$ cat src/rtl/spi_master_consts.svh
`ifndef SPI_MASTER_CONSTS_SVH
`define SPI_MASTER_CONSTS_SVH

// Transmit word layout
`define SPI_WORD_W          32
`define SPI_DATA_W          16
`define SPI_LAST_BIT        24
`define SPI_CS_LO           16
`define SPI_CS_HI           17
// Chip selects and per-select configuration
`define SPI_NUM_CS          4
`define SPI_CS_W            2
`define SPI_DIV_W           8
`define SPI_BITS_W          4
`define SPI_BITS_BASE       8
`define SPI_DIV_RESET       8'h02
`define SPI_BITS_RESET      4'h0
// Transmit FIFO
`define SPI_FIFO_DEPTH      16

`endif

$ cat src/rtl/spi_master_pkg.sv
package spi_master_pkg;
  typedef enum logic [1:0] {
    ST_IDLE,
    ST_SHIFT,
    ST_DONE
  } spi_state_t;
endpackage

$ cat src/rtl/spi_master_quirks.sv
`timescale 1ns/1ps
`default_nettype none
`include "spi_master_consts.svh"

module spi_master_quirks
  import spi_master_pkg::*;
#(
  parameter int FIFO_DEPTH = `SPI_FIFO_DEPTH
) (
  // Clock and reset
  input  wire logic                   clk_sys_in,
  input  wire logic                   reset_n_in,
  // Mode and control
  input  wire logic                   master_select_bit_in,
  input  wire logic                   fixed_mode_in,
  input  wire logic [`SPI_CS_W-1:0]   fixed_cs_in,
  input  wire logic                   software_reset_bit_in,
  // Per chip-select configuration write
  input  wire logic                   cfg_write_in,
  input  wire logic [`SPI_CS_W-1:0]   cfg_cs_in,
  input  wire logic [`SPI_DIV_W-1:0]  serial_clock_divider_in,
  input  wire logic                   clock_polarity_in,
  input  wire logic                   clock_phase_inverted_in,
  input  wire logic [`SPI_BITS_W-1:0] bits_code_in,
  input  wire logic                   keep_cs_after_transfer_in,
  // Transmit data from processor or DMA
  input  wire logic                   tx_valid_in,
  input  wire logic [`SPI_WORD_W-1:0] transmit_data_reg_in,
  output var  logic                   tx_ready_out,
  output var  logic                   dma_halfword_out,
  // Status
  output var  logic                   transmit_ready_out,
  output var  logic                   transmit_empty_out,
  output var  logic [`SPI_DATA_W-1:0] rx_data_out,
  output var  logic                   rx_valid_out,
  // Serial pins
  output var  logic                   serial_clock_pin_out,
  output var  logic                   mosi_out,
  input  wire logic                   miso_in,
  output var  logic [`SPI_NUM_CS-1:0] cs_n_out
);
  localparam int NCS = `SPI_NUM_CS;

  // Per chip-select configuration sets
  logic [`SPI_DIV_W-1:0]  div_q  [NCS];
  logic                   pol_q  [NCS];
  logic                   pha_q  [NCS];
  logic [`SPI_BITS_W-1:0] bits_q [NCS];
  logic                   keep_q [NCS];

  spi_state_t             state_q;
  logic [`SPI_CS_W-1:0]   cur_cs_q;
  logic [`SPI_CS_W-1:0]   prev_cs_q;
  logic                   prev_slow_q;
  logic                   hold_q;
  logic                   idle_seen_q;
  logic                   repeat_q;
  logic                   last_q;
  logic [`SPI_DATA_W-1:0] shift_q;
  logic [`SPI_DATA_W-1:0] rx_q;
  logic [4:0]             nbits_q;
  logic [5:0]             half_q;
  logic [5:0]             halves_q;
  logic [`SPI_DIV_W-1:0]  div_cnt_q;
  logic                   miso_meta_q;
  logic                   miso_sync_q;

  logic                   fifo_valid;
  logic [`SPI_WORD_W-1:0] fifo_word;
  logic                   fifo_pop;
  logic [`SPI_CS_W-1:0]   sel_cs;
  logic                   sel_div1;
  logic                   sel_odd;
  logic [4:0]             sel_nbits;
  logic                   quirk_repeat;
  logic                   quirk_extra;
  logic                   start;
  logic                   half_tick;
  logic [4:0]             bit_idx;

  spi_tx_fifo #(
    .WIDTH (`SPI_WORD_W),
    .DEPTH (FIFO_DEPTH)
  ) u_fifo (
    .clk_sys_in    (clk_sys_in),
    .reset_n_in    (reset_n_in),
    .flush_in      (software_reset_bit_in),
    .in_valid_in   (tx_valid_in),
    .in_data_in    (transmit_data_reg_in),
    .in_ready_out  (tx_ready_out),
    .out_valid_out (fifo_valid),
    .out_data_out  (fifo_word),
    .out_ready_in  (fifo_pop)
  );

  // Two-stage synchroniser on the slave's data line
  always_ff @(posedge clk_sys_in or negedge reset_n_in)
  begin
    if (!reset_n_in)
    begin
      miso_meta_q <= 1'b0;
      miso_sync_q <= 1'b0;
    end
    else
    begin
      miso_meta_q <= miso_in;
      miso_sync_q <= miso_meta_q;
    end
  end

  always_ff @(posedge clk_sys_in or negedge reset_n_in)
  begin
    if (!reset_n_in)
    begin
      for (int i = 0; i < NCS; i++)
      begin
        div_q[i]  <= `SPI_DIV_RESET;
        pol_q[i]  <= 1'b0;
        pha_q[i]  <= 1'b0;
        bits_q[i] <= `SPI_BITS_RESET;
        keep_q[i] <= 1'b0;
      end
    end
    else if (cfg_write_in)
    begin
      div_q[cfg_cs_in]  <= serial_clock_divider_in;
      pol_q[cfg_cs_in]  <= clock_polarity_in;
      pha_q[cfg_cs_in]  <= clock_phase_inverted_in;
      bits_q[cfg_cs_in] <= bits_code_in;
      keep_q[cfg_cs_in] <= keep_cs_after_transfer_in;
    end
  end

  // Select decode for the word at the FIFO head
  assign sel_cs    = fixed_mode_in ? fixed_cs_in
                                   : fifo_word[`SPI_CS_HI:`SPI_CS_LO];
  assign sel_div1  = div_q[sel_cs] == `SPI_DIV_W'(1);
  assign sel_nbits = 5'(bits_q[sel_cs]) + 5'(`SPI_BITS_BASE);
  assign sel_odd   = sel_nbits[0];
  assign start     = state_q == ST_IDLE && fifo_valid && master_select_bit_in;

  // the repeat condition leaves the head word in the FIFO
  assign quirk_repeat = keep_q[sel_cs] && sel_div1 && hold_q
                        && prev_cs_q == sel_cs && idle_seen_q && !repeat_q;
  assign fifo_pop     = start && !quirk_repeat;

  // conditions that add one clock pulse
  assign quirk_extra = (sel_div1 && sel_odd)
                       || (pol_q[sel_cs] && !pha_q[sel_cs] && sel_div1
                           && prev_slow_q);

  assign half_tick = state_q == ST_SHIFT && div_cnt_q == '0;
  assign bit_idx   = 5'(half_q >> 1);

  // Transfer sequencing and shifter
  always_ff @(posedge clk_sys_in or negedge reset_n_in)
  begin
    if (!reset_n_in)
    begin
      state_q   <= ST_IDLE;
      cur_cs_q  <= '0;
      last_q    <= 1'b0;
      shift_q   <= '0;
      rx_q      <= '0;
      nbits_q   <= '0;
      half_q    <= '0;
      halves_q  <= '0;
      div_cnt_q <= '0;
      repeat_q  <= 1'b0;
    end
    else if (software_reset_bit_in)
    begin
      state_q  <= ST_IDLE;
      repeat_q <= 1'b0;
    end
    else
    begin
      case (state_q)
        ST_IDLE:
        begin
          if (start)
          begin
            state_q   <= ST_SHIFT;
            cur_cs_q  <= sel_cs;
            last_q    <= fifo_word[`SPI_LAST_BIT];
            shift_q   <= fifo_word[`SPI_DATA_W-1:0] << (5'd16 - sel_nbits);
            nbits_q   <= sel_nbits;
            half_q    <= '0;
            halves_q  <= 6'({sel_nbits, 1'b0}) + (quirk_extra ? 6'd2 : 6'd0);
            div_cnt_q <= div_q[sel_cs] - `SPI_DIV_W'(1);
            repeat_q  <= quirk_repeat;
          end
        end
        ST_SHIFT:
        begin
          if (half_tick)
          begin
            div_cnt_q <= div_q[cur_cs_q] - `SPI_DIV_W'(1);
            half_q    <= half_q + 6'd1;
            // Pulses beyond the word carry no data
            if (bit_idx < nbits_q)
            begin
              if (!half_q[0])
                rx_q <= {rx_q[`SPI_DATA_W-2:0], miso_sync_q};
              else
                shift_q <= shift_q << 1;
            end
            if (half_q == halves_q - 6'd1)
              state_q <= ST_DONE;
          end
          else
            div_cnt_q <= div_cnt_q - `SPI_DIV_W'(1);
        end
        ST_DONE:
          state_q <= ST_IDLE;
        default:
          state_q <= ST_IDLE;
      endcase
    end
  end

  // Select hold and history for the back-to-back quirks
  always_ff @(posedge clk_sys_in or negedge reset_n_in)
  begin
    if (!reset_n_in)
    begin
      hold_q      <= 1'b0;
      prev_cs_q   <= '0;
      prev_slow_q <= 1'b0;
      idle_seen_q <= 1'b0;
      cs_n_out    <= '1;
    end
    else if (software_reset_bit_in)
    begin
      hold_q      <= 1'b0;
      idle_seen_q <= 1'b0;
      cs_n_out    <= '1;
    end
    else
    begin
      if (start)
      begin
        cs_n_out          <= '1;
        cs_n_out[sel_cs]  <= 1'b0;
        idle_seen_q       <= 1'b0;
      end
      else if (state_q == ST_IDLE && !fifo_valid)
        idle_seen_q <= 1'b1;
      if (state_q == ST_DONE)
      begin
        prev_cs_q   <= cur_cs_q;
        prev_slow_q <= div_q[cur_cs_q] != `SPI_DIV_W'(1);
        // last flag or keep clear drops select, whether or not the FIFO is empty
        if (!keep_q[cur_cs_q] || last_q)
        begin
          hold_q   <= 1'b0;
          cs_n_out <= '1;
        end
        else
          hold_q <= 1'b1;
      end
    end
  end

  // Pins and status, all registered
  always_ff @(posedge clk_sys_in or negedge reset_n_in)
  begin
    if (!reset_n_in)
    begin
      serial_clock_pin_out <= 1'b0;
      mosi_out             <= 1'b0;
      transmit_ready_out   <= 1'b1;
      transmit_empty_out   <= 1'b1;
      rx_valid_out         <= 1'b0;
      rx_data_out          <= '0;
      dma_halfword_out     <= 1'b0;
    end
    else
    begin
      // idle level follows config writes, even before master mode
      if (state_q == ST_SHIFT)
      begin
        if (half_tick)
          serial_clock_pin_out <= ~serial_clock_pin_out;
      end
      else if (cfg_write_in)
        serial_clock_pin_out <= clock_polarity_in;
      else if (master_select_bit_in)
        serial_clock_pin_out <= pol_q[cur_cs_q];
      mosi_out <= shift_q[`SPI_DATA_W-1];
      // no ready rise on a repeated load
      if (start)
        transmit_ready_out <= !quirk_repeat;
      else if (state_q == ST_IDLE && !fifo_valid)
        transmit_ready_out <= 1'b1;
      transmit_empty_out <= state_q != ST_SHIFT && !fifo_valid && !start;
      rx_valid_out       <= state_q == ST_DONE;
      if (state_q == ST_DONE)
        rx_data_out <= rx_q;
      // fixed mode sizes DMA from select zero
      if (fixed_mode_in)
        dma_halfword_out <= bits_q[0] != `SPI_BITS_RESET;
      else
        dma_halfword_out <= sel_nbits != 5'(`SPI_BITS_BASE);
    end
  end
endmodule
`default_nettype wire

$ cat src/rtl/spi_tx_fifo.sv
`timescale 1ns/1ps
`default_nettype none
module spi_tx_fifo #(
  parameter int WIDTH = 32,
  parameter int DEPTH = 16
) (
  // Clock and reset
  input  wire logic             clk_sys_in,
  input  wire logic             reset_n_in,
  input  wire logic             flush_in,
  // Fill side
  input  wire logic             in_valid_in,
  input  wire logic [WIDTH-1:0] in_data_in,
  output var  logic             in_ready_out,
  // Drain side
  output var  logic             out_valid_out,
  output var  logic [WIDTH-1:0] out_data_out,
  input  wire logic             out_ready_in
);
  localparam int AW = $clog2(DEPTH);

  logic [WIDTH-1:0] mem_q [DEPTH];
  logic [AW-1:0]    wr_q;
  logic [AW-1:0]    rd_q;
  logic [AW:0]      count_q;
  logic [AW:0]      count_d;
  logic             push;
  logic             pop;

  assign push = in_valid_in && in_ready_out;
  assign pop  = out_valid_out && out_ready_in;
  assign out_data_out = mem_q[rd_q];

  // Occupancy; ready and valid are registered from the next count
  always_comb
  begin
    count_d = count_q;
    if (push && !pop)
      count_d = count_q + (AW+1)'(1);
    else if (pop && !push)
      count_d = count_q - (AW+1)'(1);
  end

  always_ff @(posedge clk_sys_in or negedge reset_n_in)
  begin
    if (!reset_n_in)
    begin
      count_q       <= '0;
      wr_q          <= '0;
      rd_q          <= '0;
      in_ready_out  <= 1'b1;
      out_valid_out <= 1'b0;
    end
    else if (flush_in)
    begin
      count_q       <= '0;
      wr_q          <= '0;
      rd_q          <= '0;
      in_ready_out  <= 1'b1;
      out_valid_out <= 1'b0;
    end
    else
    begin
      count_q       <= count_d;
      in_ready_out  <= count_d != (AW+1)'(DEPTH);
      out_valid_out <= count_d != '0;
      if (push)
        wr_q <= wr_q + AW'(1);
      if (pop)
        rd_q <= rd_q + AW'(1);
    end
  end

  // Storage has no reset; the head slot is read even while the count is zero
  always_ff @(posedge clk_sys_in)
  begin
    if (push)
      mem_q[wr_q] <= in_data_in;
  end
endmodule
`default_nettype wire

$ cat config.mk
export PLATFORM = sky130hd
export DESIGN_NAME = spi_master_quirks
export DESIGN_NICKNAME = d
export VERILOG_FILES = /design/src/rtl/spi_master_pkg.sv /design/src/rtl/spi_master_quirks.sv /design/src/rtl/spi_tx_fifo.sv
export VERILOG_INCLUDE_DIRS = /design/src /design/src/rtl
export SDC_FILE = /design/constraint.sdc
export NUM_CORES = 1
export LEC_CHECK = 0
export BUFFER_PORTS_ARGS = -buffer_cell sky130_fd_sc_hd__buf_2
export CORE_MARGIN = 1
export CORE_UTILIZATION = 30
export CTS_CLUSTER_SIZE = 16
export DETAILED_ROUTE_END_ITERATION = 10
export SLEW_MARGIN = 10
export SYNTH_ARGS = -nofsm -noshare
export SYNTH_HDL_FRONTEND = slang
export SYNTH_HIERARCHICAL = 1
export SYNTH_SLANG_ARGS = --single-unit
$ cat constraint.sdc
create_clock -name clk_sys_in -period 6.54 [get_ports clk_sys_in]
set_input_delay 0.654 -clock clk_sys_in [delete_from_list [all_inputs] [get_ports clk_sys_in]]
set_output_delay 0.654 -clock clk_sys_in [all_outputs]
set_load 0.02 [all_outputs]
# After elaboration in Yosys (flattened, before gate mapping)

Memories as Yosys holds them, arrays and structs flattened.
Index checks and enable logic that the tools add are counted.

Add/sub/neg operators: 12
$mul: 0
Div/mod/pow operators: 0
Magnitude comparators: 7
Equality and inequality tests: 16
Shift-type cells: 1
Muxes and demuxes: 85
Bitwise gates (word level): 7
Reduce and logical (&&, ||, !) cells: 54

Operators with widths:

| operator              | count |
|---|---|
| $mux W16              | 4 |
| $mux W8               | 7 |
| $mux W4               | 11 |
| $bmux W8 S2           | 2 |
| $bwmux W32            | 1 |
| $pmux W16 S2          | 1 |
| $mux W1               | 31 |
| $sub A8 B1 Y8 const B | 3 |
| $logic_and A1 B1 Y1   | 22 |
| $bwmux W16            | 1 |
| $demux W8 S2          | 1 |
| $pmux W8 S2           | 1 |
| $shl A16 B5 Y16       | 1 |
| $mux W5               | 3 |
| $reduce_bool A2 Y1    | 7 |
| $bwmux W4             | 3 |
| $mux W2               | 6 |
| $mux W6               | 2 |
| $pmux W6 S2           | 1 |
| $bmux W1 S2           | 5 |
| $ge A3 B3 Y1 const B  | 3 |
| $ne A3 B3 Y1 const B  | 3 |
| $not A2 Y3            | 3 |
| $reduce_and A3 Y1     | 3 |
| 39 further kinds      | 57 |

Register bits: 171
Bits in latches: 0
Memory bits (writable): 512
Memory bits (read-only): 0
Bits of input ports: 59
Logic and storage cells: 232
Memories: 1

Memory list:

| name         | words | width | rd ports | clocked after memory_dff | wr ports | line              | text |
|---|---|---|---|---|---|---|---|
| u_fifo.mem_q | 16    | 32    | 1        | 0                        | 1        | spi_tx_fifo.sv:22 | `logic [WIDTH-1:0] mem_q [DEPTH];` |

# Depth between registers and ports, before layout

Gate-level depths: netlist of run 1.
An unclocked memory read counts as a cell.

Depth after elaboration: 20
Mapped depth: 20
Mapped depth without buffers: 14

# Modules after synthesis

Netlist of run 1, hierarchy kept.

By module, submodules not included:

| module            | instances | cells an instance | area an instance (µm²) | sequential area each (µm²) |
|---|---|---|---|---|
| spi_tx_fifo       | 1         | 817               | 20,164.3               | 15,751.4 |
| spi_master_quirks | 1         | 733               | 8,350.5                | 3,891.2 |

# Least setup slack after synthesis of run 1

OpenSTA, ideal clock, no wires.

Path kind: reg-to-reg
Start point: register u_fifo.rd_q[1]
End point: register u_fifo.out_valid_out
Setup time: 0.136 ns
Arrival: 4.677 ns
Slack: 1.727 ns
Cell stages (with the launch flop): 20
Period minus slack after synthesis: 4.813 ns
Path through: dfrtp_1 clkbuf_1 buf_1 mux4_2 mux4_2 mux2_4 buf_6 buf_6 mux4_2 nor4_2 nand2b_1 or3b_1 o21ai_1 inv_1 and2_1 clkbuf_1 nand2_1 o22ai_1 xnor2_1 a31oi_1

Word-level cells in the longest chain between the ends: 20
Elaborated cells between the ends (all ways): 26
Classes of those cells: eq/ne (2); mux (10); bitwise (1); reduce/logical (12); memory (1)

RTL lines:

| element                                                 | line                                               | text |
|---|---|---|
| from (decl)                                             | spi_tx_fifo.sv:24                                  | `logic [AW-1:0] rd_q;` |
| from (signal assigned)                                  | spi_tx_fifo.sv:70                                  | `rd_q <= rd_q + AW'(1);` |
| $mem_v2 Z16 W32 (*)                                     | n/a                                                |  |
| named net fifo_word[16]                                 | spi_master_quirks.sv:69                            | `` logic [`SPI_WORD_W-1:0] fifo_word; `` |
| $mux W2 (*)                                             | spi_master_quirks.sv:135                           | `assign sel_cs = fixed_mode_in ? fixed_cs_in` |
| $not A2 Y3 (not written as such)                        | spi_master_quirks.sv:137, spi_master_quirks.sv:143 |  |
| $bmux W8 S2                                             | spi_master_quirks.sv:137                           | `` assign sel_div1 = div_q[sel_cs] == `SPI_DIV_W'(1); `` |
| $mux W8 (not written as such) (2 in a row)              | spi_master_quirks.sv:137                           |  |
| $eq A8 B1 Y1                                            | spi_master_quirks.sv:137                           |  |
| $logic_and A1 B1 Y1 (2 in a row)                        | spi_master_quirks.sv:143                           | `assign quirk_repeat = keep_q[sel_cs] && sel_div1 && hold_q` |
| (+4 left out)                                           | n/a                                                |  |
| $logic_and A1 B1 Y1 (*)                                 | spi_master_quirks.sv:145                           | `assign fifo_pop = start && !quirk_repeat;` |
| named net fifo_pop                                      | spi_master_quirks.sv:70                            | `logic fifo_pop;` |
| $logic_and A1 B1 Y1 (*)                                 | spi_tx_fifo.sv:31                                  | `assign pop = out_valid_out && out_ready_in;` |
| $logic_and A1 B1 Y1 or $logic_not A1 Y1 (tied branches) | spi_tx_fifo.sv:40, spi_tx_fifo.sv:38               |  |
| $mux W5 or $logic_and A1 B1 Y1 (tied branches)          | spi_tx_fifo.sv:40, spi_tx_fifo.sv:38               |  |
| $mux W5 (*)                                             | spi_tx_fifo.sv:38                                  | `if (push && !pop)` |
| $reduce_bool A5 Y1 (*)                                  | spi_tx_fifo.sv:66                                  | `out_valid_out <= count_d != '0;` |
| $mux W1 (*)                                             | spi_tx_fifo.sv:54                                  | `else if (flush_in)` |
| to (signal assigned)                                    | spi_tx_fifo.sv:52                                  | `out_valid_out <= 1'b0;` |
| to (signal assigned)                                    | spi_tx_fifo.sv:60                                  | `out_valid_out <= 1'b0;` |
| to (signal assigned)                                    | spi_tx_fifo.sv:66                                  |  |
| to (decl)                                               | spi_tx_fifo.sv:16                                  | `output var logic out_valid_out,` |

The timed path passes the listed nets; every way through them passes the cells marked *. The select of a mux whose other input is x is not followed.
A chain may end at the register's enable or synchronous reset.

# Worst setup path in the final report of run 1

Start point: register u_fifo.rd_q[0]
End point: register shift_q[13]

Word-level cells in the longest chain between the ends: 11

RTL lines:

| element                                    | line                     | text |
|---|---|---|
| $mem_v2 Z16 W32                            | n/a                      |  |
| named net fifo_word[16]                    | spi_master_quirks.sv:69  |  |
| $mux W2                                    | spi_master_quirks.sv:135 |  |
| $not A2 Y3 (not written as such)           | spi_master_quirks.sv:138 | `` assign sel_nbits = 5'(bits_q[sel_cs]) + 5'(`SPI_BITS_BASE); `` |
| $bmux W4 S2                                | spi_master_quirks.sv:138 |  |
| $mux W4 (not written as such) (2 in a row) | spi_master_quirks.sv:138 |  |
| $add A4 B4 Y5                              | spi_master_quirks.sv:138 |  |
| $sub A5 B5 Y5                              | spi_master_quirks.sv:186 | `` shift_q <= fifo_word[`SPI_DATA_W-1:0] << (5'd16 - sel_nbits); `` |
| $shl A16 B5 Y16                            | spi_master_quirks.sv:186 |  |
| $mux W16                                   | spi_master_quirks.sv:181 | `if (start)` |
| $pmux W16 S2                               | spi_master_quirks.sv:178 | `case (state_q)` |
| to (signal assigned)                       | spi_master_quirks.sv:186 |  |
| to (signal assigned)                       | spi_master_quirks.sv:206 | `shift_q <= shift_q << 1;` |
| to (decl)                                  | spi_master_quirks.sv:59  | `` logic [`SPI_DATA_W-1:0] shift_q; `` |

The timed path passes the listed nets, and every way through them passes these cells. The select of a mux whose other input is x is not followed.

==> results of run 1 <==
-- routing by layer --
layer  vias up  wire length (um)
met3        81              2597
li1       5111                 -
met4         6               957
met5         -                38
met1      6061             20490
met2       285             23460
-- flip-flops by register name (all words and copies together) (netlist names), 6 cells and up --
signal,cells
div_cnt_q,8
rx_data_out,16
u_fifo/mem_q,304
bits_q,16
rx_q,16
shift_q,16
div_q,32
half_q,6
-- worst max-delay path: stages (launching register included) --
cell and delay (ns):
dfrtp_4 0.80, mux4_2 0.59, mux4_2 0.53, mux2_4 0.45, mux2i_1 0.47, mux2_4 0.40, ha_1 0.54, inv_1 0.34
o311ai_0 0.18, o311ai_1 0.24, a211oi_1 0.38, nand2b_1 0.11, a221o_1 0.31
-- layout make-up --
| cell class | count | share of cell area (%) |
|---|---|---|
| antenna | 1 | 0.01046 |
| clock buffer | 63 | 5.734 |
| clock inverter | 31 | 1.486 |
| inverter | 28 | 0.4500 |
| multi-input combinational | 698 | 28.84 |
| sequential | 474 | 56.04 |
| tap | 931 | 4.871 |
| timing repair buffer | 105 | 2.569 |
-- path summary, 6_finish.rpt --
kind / startpoint / end / slack [ns] / depth (start not counted)
min reg2reg: miso_meta_q$_DFF_PN0_ / miso_sync_q$_DFF_PN0_ / 0.35 / 0
max reg2reg: u_fifo/rd_q[0]$_DFFE_PN0P_ / shift_q[13]$_DFFE_PN0P_ / 1.02 / 12
max in group asynchronous: reset_n_in / u_fifo/rd_q[0]$_DFFE_PN0P_ / 5.15 / 2
min in group clk_sys_in: miso_in / miso_meta_q$_DFF_PN0_ / 0.19 / 1
min: reset_n_in / state_q[0]$_DFFE_PN0P_ / 0.09 / 1
max: u_fifo/rd_q[0]$_DFFE_PN0P_ / shift_q[13]$_DFFE_PN0P_ / 1.02 / 12
-- power breakdown --
| part | internal [mW] | total [mW] | leakage [nW] | switching (mW) |
|---|---|---|---|---|
| Combinational | 0.609 | 1.36 | 2.86 | 0.752 |
| Clock | 1.70 | 2.92 | 0.841 | 1.22 |
| Sequential | 3.42 | 3.59 | 4.88 | 0.175 |
| Total | 5.73 | 7.88 | 8.57 | 2.15 |
-- through the flow --
step	utilization, %	cell area, um^2
final	34.87	23910
after global routing	34.86	23910
after CTS	34.86	23910
after detailed placement	32.35	22190
after global placement	32.35	22190
after floorplan	-	20810
==> results.json, run 1 <==
{
  "status": "complete, no violations",
  "ctsHtreeMaxLevel": 2,
  "die_height_um": 265.3,
  "p_leak_nw": 8.575,
  "core-area_um2": 68590,
  "grt_pass1_vias": 11914,
  "gr-usage-met3_pct": 2.574,
  "use_met1_pct": 18.04,
  "dp_cells": 2236,
  "finalWirelength_um": 47540,
  "ant_nets": 0,
  "clockRootBuffer": "clkbuf_16",
  "hold_viol_final": 0,
  "power.total_mw": 7.875,
  "fillers": 6540,
  "final_cell_mix": "edfxtp_1, dfrtp_1, mux4_2, mux2_2, nand2_1",
  "setup_viol": 0,
  "grt_pass1_wl_um": 73040,
  "tightest_slew_ns": 1.105,
  "via_per_inst": 4.952,
  "post_drt_wl_per_cell_um": 20.40,
  "track_usage_pct": 13.62,
  "cts_resized": 0,
  "tns_ns": 0,
  "finClkSkew_ns": 0.06164,
  "crit_arrival_ns": 5.98,
  "clock_sinks": 474,
  "final_cells": 2331,
  "overflow": 0,
  "vdd_drop_max_uv": 222.1,
  "synth_area_um2": 20800,
  "multi_input_area_um2": 6897,
  "rows": 96,
  "start_kind": "flop",
  "drive_gt1_share_pct": 30.45,
  "clockBufferDepth": 3,
  "place.gp.congestion": 0.8472,
  "powerDensity_nw_per_um2": 329.3,
  "drv_cap": 0,
  "seqCellArea_um2": 13400,
  "postCtsSetupRepairBufs": 0,
  "rsz0062_at_grt": "false",
  "antenna_found_initial": 5,
  "path_max_fanout": 29,
  "drcViolationCount": 0,
  "required_ns": 7.00,
  "syn_avg_cell_area_um2": 16.29,
  "numCtsBuffers": 50,
  "die_area_um2": 70410,
  "drt-initial-drc-count": 744,
  "drtPass1Iterations": 6,
  "synth_nets": 1358,
  "maxSlewViolCount": 0,
  "pre_cts_ws_ns": 1.074,
  "port-buffer-count": 72,
  "fp.dieW_um": 265.3,
  "post-route-period-util_pct": 84.41,
  "timing.slew.headroom_pct": 26.10,
  "grt_use_met2_pct": 22.81,
  "syn_to_final_growth_pct": 14.94,
  "fmax_ghz": 0.1811,
  "yosysWarningCount": 6,
  "vias": 11544,
  "grt_busiest_layer": "met2",
  "fin_nets": 1438,
  "setup_slack_ns": 1.020,
  "hold_class": "in2async",
  "whs_ns": 0.08565,
  "initial_utilization_pct": 30.33,
  "grt_max_degree": 71,
  "synth_cells": 1277,
  "final_common_cell": "edfxtp_1",
  "worstSetupEndpointType": "flop",
  "final.min_clock_period_ns": 5.520,
  "dp_hpwl_um": 29160,
  "critPathKind": "reg2reg",
  "cts_hold_buf": 0,
  "ioPinCount": 86,
  "clkTransAtPathRegs_ns": 0.07,
  "insertion_delay_ns": 0.63,
  "cts_tree": "done"
}
Note: power is estimated with default switching activity, not from simulation.
==> run 2: changes to the inputs <==
clock period = 5.7 ns   (was 6.54 ns; I/O delays follow)
==> results.json, run 2 (synthesized netlist as in run 1, its figures left out) <==
{
  "status": "complete, no violations",
  "numCtsBuffers": 50,
  "vias": 11479,
  "drtPass1Iterations": 5,
  "final_common_cell": "edfxtp_1",
  "critPathKind": "reg2reg",
  "drt-initial-drc-count": 1083,
  "drv_cap": 0,
  "worstSetupEndpointType": "flop",
  "start_kind": "flop",
  "reg.largest.list": "u_fifo/mem_q x304, div_q x32",
  "hold_viol_final": 0,
  "clkTransAtPathRegs_ns": 0.06,
  "powerDensity_nw_per_um2": 377.0,
  "p_leak_nw": 8.556,
  "ioPinCount": 86,
  "grt_pass1_vias": 11888,
  "clockRootBuffer": "clkbuf_16",
  "pre_cts_ws_ns": 0.6386,
  "finClkSkew_ns": 0.06753,
  "path_max_fanout": 17,
  "clockBufferDepth": 3,
  "slowest_delay_ns": 0.68,
  "insertion_delay_ns": 0.63,
  "tightest_slew_ns": 1.077,
  "dp_hpwl_um": 29040,
  "via_per_inst": 4.924,
  "rsz0062_at_grt": "false",
  "fin_nets": 1437,
  "die_height_um": 265.3,
  "grt_max_degree": 103,
  "fmax_ghz": 0.1947,
  "place.gp.congestion": 0.8226,
  "finalWirelength_um": 47490,
  "cp_num_buf_inv": 1,
  "cp_slowest_cell": "ha_1",
  "largest_register": "u_fifo/mem_q",
  "vdd_drop_max_uv": 270.5,
  "rows": 96,
  "hold_class": "in2async",
  "final.min_clock_period_ns": 5.137,
  "required_ns": 6.15,
  "tns_ns": 0,
  "post_drt_wl_per_cell_um": 20.37,
  "fp.dieW_um": 265.3,
  "post-route-period-util_pct": 90.11,
  "cts_tree": "done",
  "setup_viol": 0,
  "core-area_um2": 68590,
  "clock_sinks": 474,
  "ant_nets": 0,
  "largest_reg_flops": 304,
  "final_cell_mix": "edfxtp_1, dfrtp_1, mux4_2, mux2_2, nand2_1",
  "cts_resized": 0,
  "postCtsSetupRepairBufs": 0,
  "fillers": 6543,
  "path_delay_family": "multiplexers",
  "fin_util_pct": 34.84,
  "timing.slew.headroom_pct": 27.85,
  "syn_to_final_growth_pct": 14.85,
  "worstPathCellList": "mux4_2, mux4_2, mux2_4, mux2i_1, mux2_4, ha_1, inv_1, o311ai_0, o311ai_1, a211oi_1, nand2b_1, a221o_1",
  "ff2ff_path_depth": 12,
  "cts_hold_buf": 0,
  "overflow": 0,
  "setup_slack_ns": 0.5635,
  "maxSlewViolCount": 0,
  "initial_utilization_pct": 30.33,
  "grt_pass1_wl_um": 72880,
  "antenna_found_initial": 8,
  "drive_gt1_share_pct": 30.49,
  "track_usage_pct": 13.62,
  "crit_arrival_ns": 5.59,
  "path_depth": 12,
  "ctsHtreeMaxLevel": 2,
  "port-buffer-count": 72,
  "die_area_um2": 70410,
  "drcViolationCount": 0
}
run 2: changes by cell type in the layout (fill, tap and decap cells not counted), moves of 2 or more:
cell        previous run  this run
clkbuf_8               5         3
clkinv_4               3         1
clkbuf_1               7        11
clkinv_1              12         7
clkinvlp_4             0         2
diode_2                1         3
run 2: cell type report:
type / count / area (um^2) / share of cell area (%)
Antenna cell: 3 / 7.507 / 0.03142
Clock buffer: 64 / 1334 / 5.582
Clock inverter: 29 / 367.9 / 1.540
Inverter: 28 / 107.6 / 0.4503
Multi-Input combinational cell: 698 / 6904 / 28.89
Sequential cell: 474 / 13400 / 56.09
Tap cell: 931 / 1165 / 4.875
Timing Repair Buffer: 104 / 606.8 / 2.540
run 2: power by group:
part / switching [mW] / internal, mW / total (mW)
Combinational: 0.860 / 0.700 / 1.56
Sequential: 0.198 / 3.92 / 4.12
Clock: 1.38 / 1.95 / 3.33
Total: 2.44 / 6.57 / 9.01
run 2: worst paths after layout:
kind	start	endpoint	slack [ns]
worst max-delay path	u_fifo/rd_q[0]$_DFFE_PN0P_	shift_q[13]$_DFFE_PN0P_	0.56
worst min-delay path	reset_n_in	half_q[2]$_DFFE_PN0P_	0.09
worst max register to register	u_fifo/rd_q[0]$_DFFE_PN0P_	shift_q[13]$_DFFE_PN0P_	0.56
worst min register to register	miso_meta_q$_DFF_PN0_	miso_sync_q$_DFF_PN0_	0.35
max in group asynchronous	reset_n_in	cur_cs_q[1]$_DFFE_PN0P_	4.48
min in group clk_sys_in	miso_in	miso_meta_q$_DFF_PN0_	0.11
run 2: per-stage QoR:
stage / power [mW] / instance area [um^2] / hold WS (ns) / cells
after floorplan: 5.318 / 20810 / 0.2744 / 1277
after global placement: 5.710 / 22190 / 0.3409 / 2235
after detailed placement: 5.753 / 22190 / 0.3442 / 2235
after CTS: 9.116 / 23890 / 0.06796 / 2328
after global routing: 9.422 / 23890 / 0.07890 / 2328
final: 9.008 / 23890 / 0.09028 / 2331
run 2: per-layer routing:
metal / up-vias / GRT usage [%] / share of wire [%]
met3: 85 / 2.925 / 5.5
met2: 293 / 23.36 / 50
met1: 5976 / 17.36 / 42
li1: 5117 / - / -
met4: 8 / 3.671 / 2.0
met5: - / 0 / 0.099
==> run 3: changes to the inputs <==
MAX_ROUTING_LAYER = met4   (was default)
SLEW_MARGIN = 0   (was 10)
==> results.json, run 3 (synthesized netlist as in run 1, its figures left out) <==
{
  "setup.worst_path.start": "u_fifo/rd_q[0]$_DFFE_PN0P_",
  "worstReg2RegEnd": "shift_q[13]$_DFFE_PN0P_",
  "reg2reg_slack_ns": 0.58,
  "overflow": 0,
  "powerDensity_nw_per_um2": 376.8,
  "post-route-period-util_pct": 89.75,
  "crit_arrival_ns": 5.57,
  "place.gp.congestion": 0.8370,
  "rows": 96,
  "fmax_ghz": 0.1955,
  "cts_tree": "done",
  "insertion_delay_ns": 0.63,
  "timing.slew.headroom_pct": 27.00,
  "die_height_um": 265.3,
  "vias": 11533,
  "core-area_um2": 68590,
  "hold_class": "in2async",
  "path_max_fanout": 17,
  "r2r_start": "u_fifo/rd_q[0]$_DFFE_PN0P_",
  "dp_hpwl_um": 29040,
  "finClkSkew_ns": 0.06675,
  "clock_sinks": 474,
  "die_area_um2": 70410,
  "fillers": 6538,
  "tns_ns": 0,
  "drv_cap": 0,
  "critPathKind": "reg2reg",
  "final_common_cell": "edfxtp_1",
  "multi_input_area_um2": 6904,
  "initial_utilization_pct": 30.33,
  "drcViolationCount": 0,
  "required_ns": 6.15,
  "status": "complete, no violations",
  "grt_max_degree": 103,
  "ctsHtreeMaxLevel": 2,
  "hold_viol_final": 0,
  "ff2ff_path_depth": 12,
  "postCtsSetupRepairBufs": 0,
  "endpoint": "shift_q[13]$_DFFE_PN0P_",
  "tightest_slew_ns": 1.092,
  "finalWirelength_um": 47490,
  "final.min_clock_period_ns": 5.116,
  "start_kind": "flop",
  "syn_to_final_growth_pct": 14.90,
  "worstSetupEndpointType": "flop",
  "numCtsBuffers": 50,
  "seqCellArea_um2": 13400,
  "ioPinCount": 86,
  "track_usage_pct": 14.04,
  "grt_pass1_vias": 11915,
  "p_leak_nw": 8.556,
  "maxSlewViolCount": 0,
  "clkTransAtPathRegs_ns": 0.06,
  "cts_resized": 0,
  "ant_nets": 0,
  "setup_viol": 0,
  "largest_register": "u_fifo/mem_q",
  "fp.dieW_um": 265.3,
  "port-buffer-count": 72,
  "final_cell_mix": "edfxtp_1, dfrtp_1, mux4_2, mux2_2, nand2_1",
  "drt-initial-drc-count": 1034,
  "post_drt_wl_per_cell_um": 20.34,
  "grt_pass1_wl_um": 72860,
  "clockBufferDepth": 3,
  "reg.largest.list": "u_fifo/mem_q x304, div_q x32",
  "via_per_inst": 4.939,
  "vdd_drop_max_uv": 269.9,
  "largest_reg_flops": 304,
  "rsz0062_at_grt": "false",
  "cts_hold_buf": 0,
  "fin_nets": 1437,
  "drive_gt1_share_pct": 30.49,
  "clockRootBuffer": "clkbuf_16",
  "antenna_found_initial": 8,
  "drtPass1Iterations": 5,
  "fin_util_pct": 34.85
}
## run 3: cell types whose count changed in the layout (fill, tap and decap cells not counted), sizes merged
cell,delta
diode,+4
## run 3: through the flow
stage | cell area [um^2] | power [mW] | std cells | setup WS (ns) | hold slack, ns
finish | 23900 | 9.007 | 2335 | 0.5844 | 0.1004
global placement | 22190 | 5.710 | 2235 | 0.6880 | 0.3409
detailed placement | 22190 | 5.753 | 2235 | 0.6386 | 0.3442
global route | 23900 | 9.421 | 2334 | 0.1728 | 0.07888
floorplan | 20810 | 5.318 | 1277 | 0.8956 | 0.2744
CTS | 23890 | 9.116 | 2328 | 0.5547 | 0.06796
## run 3: cell type report
type,instances,share of cell area (%)
inverter,28,0.4501
tap,931,4.873
timing repair buffer,104,2.539
antenna,7,0.07328
clock inverter,29,1.539
clock buffer,64,5.580
multi-input combinational,698,28.88
sequential,474,56.06
## run 3: metal layers
metal  wire (um)  vias to the layer above  global-route usage [%]
met3        2308                       76                   2.925
met5           0                        -                       -
li1            -                     5115                       -
met1       20280                     6087                   17.37
met4         941                        0                   3.671
met2       23960                      255                   23.36
## run 3: worst min-delay path by stage
stage                           from               endpoint  depth (start not counted)  slack (ns)
2_1_floorplan             reset_n_in  bits_q[0]$_DFFE_PN0P_                          0        0.27
3_3_place_gp   miso_meta_q$_DFF_PN0_  miso_sync_q$_DFF_PN0_                          0        0.34
3_5_place_dp   miso_meta_q$_DFF_PN0_  miso_sync_q$_DFF_PN0_                          0        0.34
4_1_cts                      miso_in  miso_meta_q$_DFF_PN0_                          1        0.07
5_1_grt                      miso_in  miso_meta_q$_DFF_PN0_                          1        0.08
6_report                  reset_n_in  half_q[2]$_DFFE_PN0P_                          1        0.10
## run 3: worst max-delay path: stages, from the launching register on
cell and delay (ns):
dfrtp_4 0.54, mux4_2 0.53, mux4_2 0.54, mux2_4 0.44, mux2i_1 0.25, mux2_4 0.42, ha_1 0.67, inv_1 0.35
o311ai_0 0.18, o311ai_1 0.24, a211oi_1 0.35, nand2b_1 0.09, a221o_1 0.30
## run 3: report_power, final
group	leakage [nW]	total, mW	internal [mW]	switching [mW]
registers	4.88	4.12	3.92	0.197
logic	2.85	1.56	0.700	0.859
clock network	0.824	3.33	1.95	1.38
total	8.56	9.01	6.57	2.44
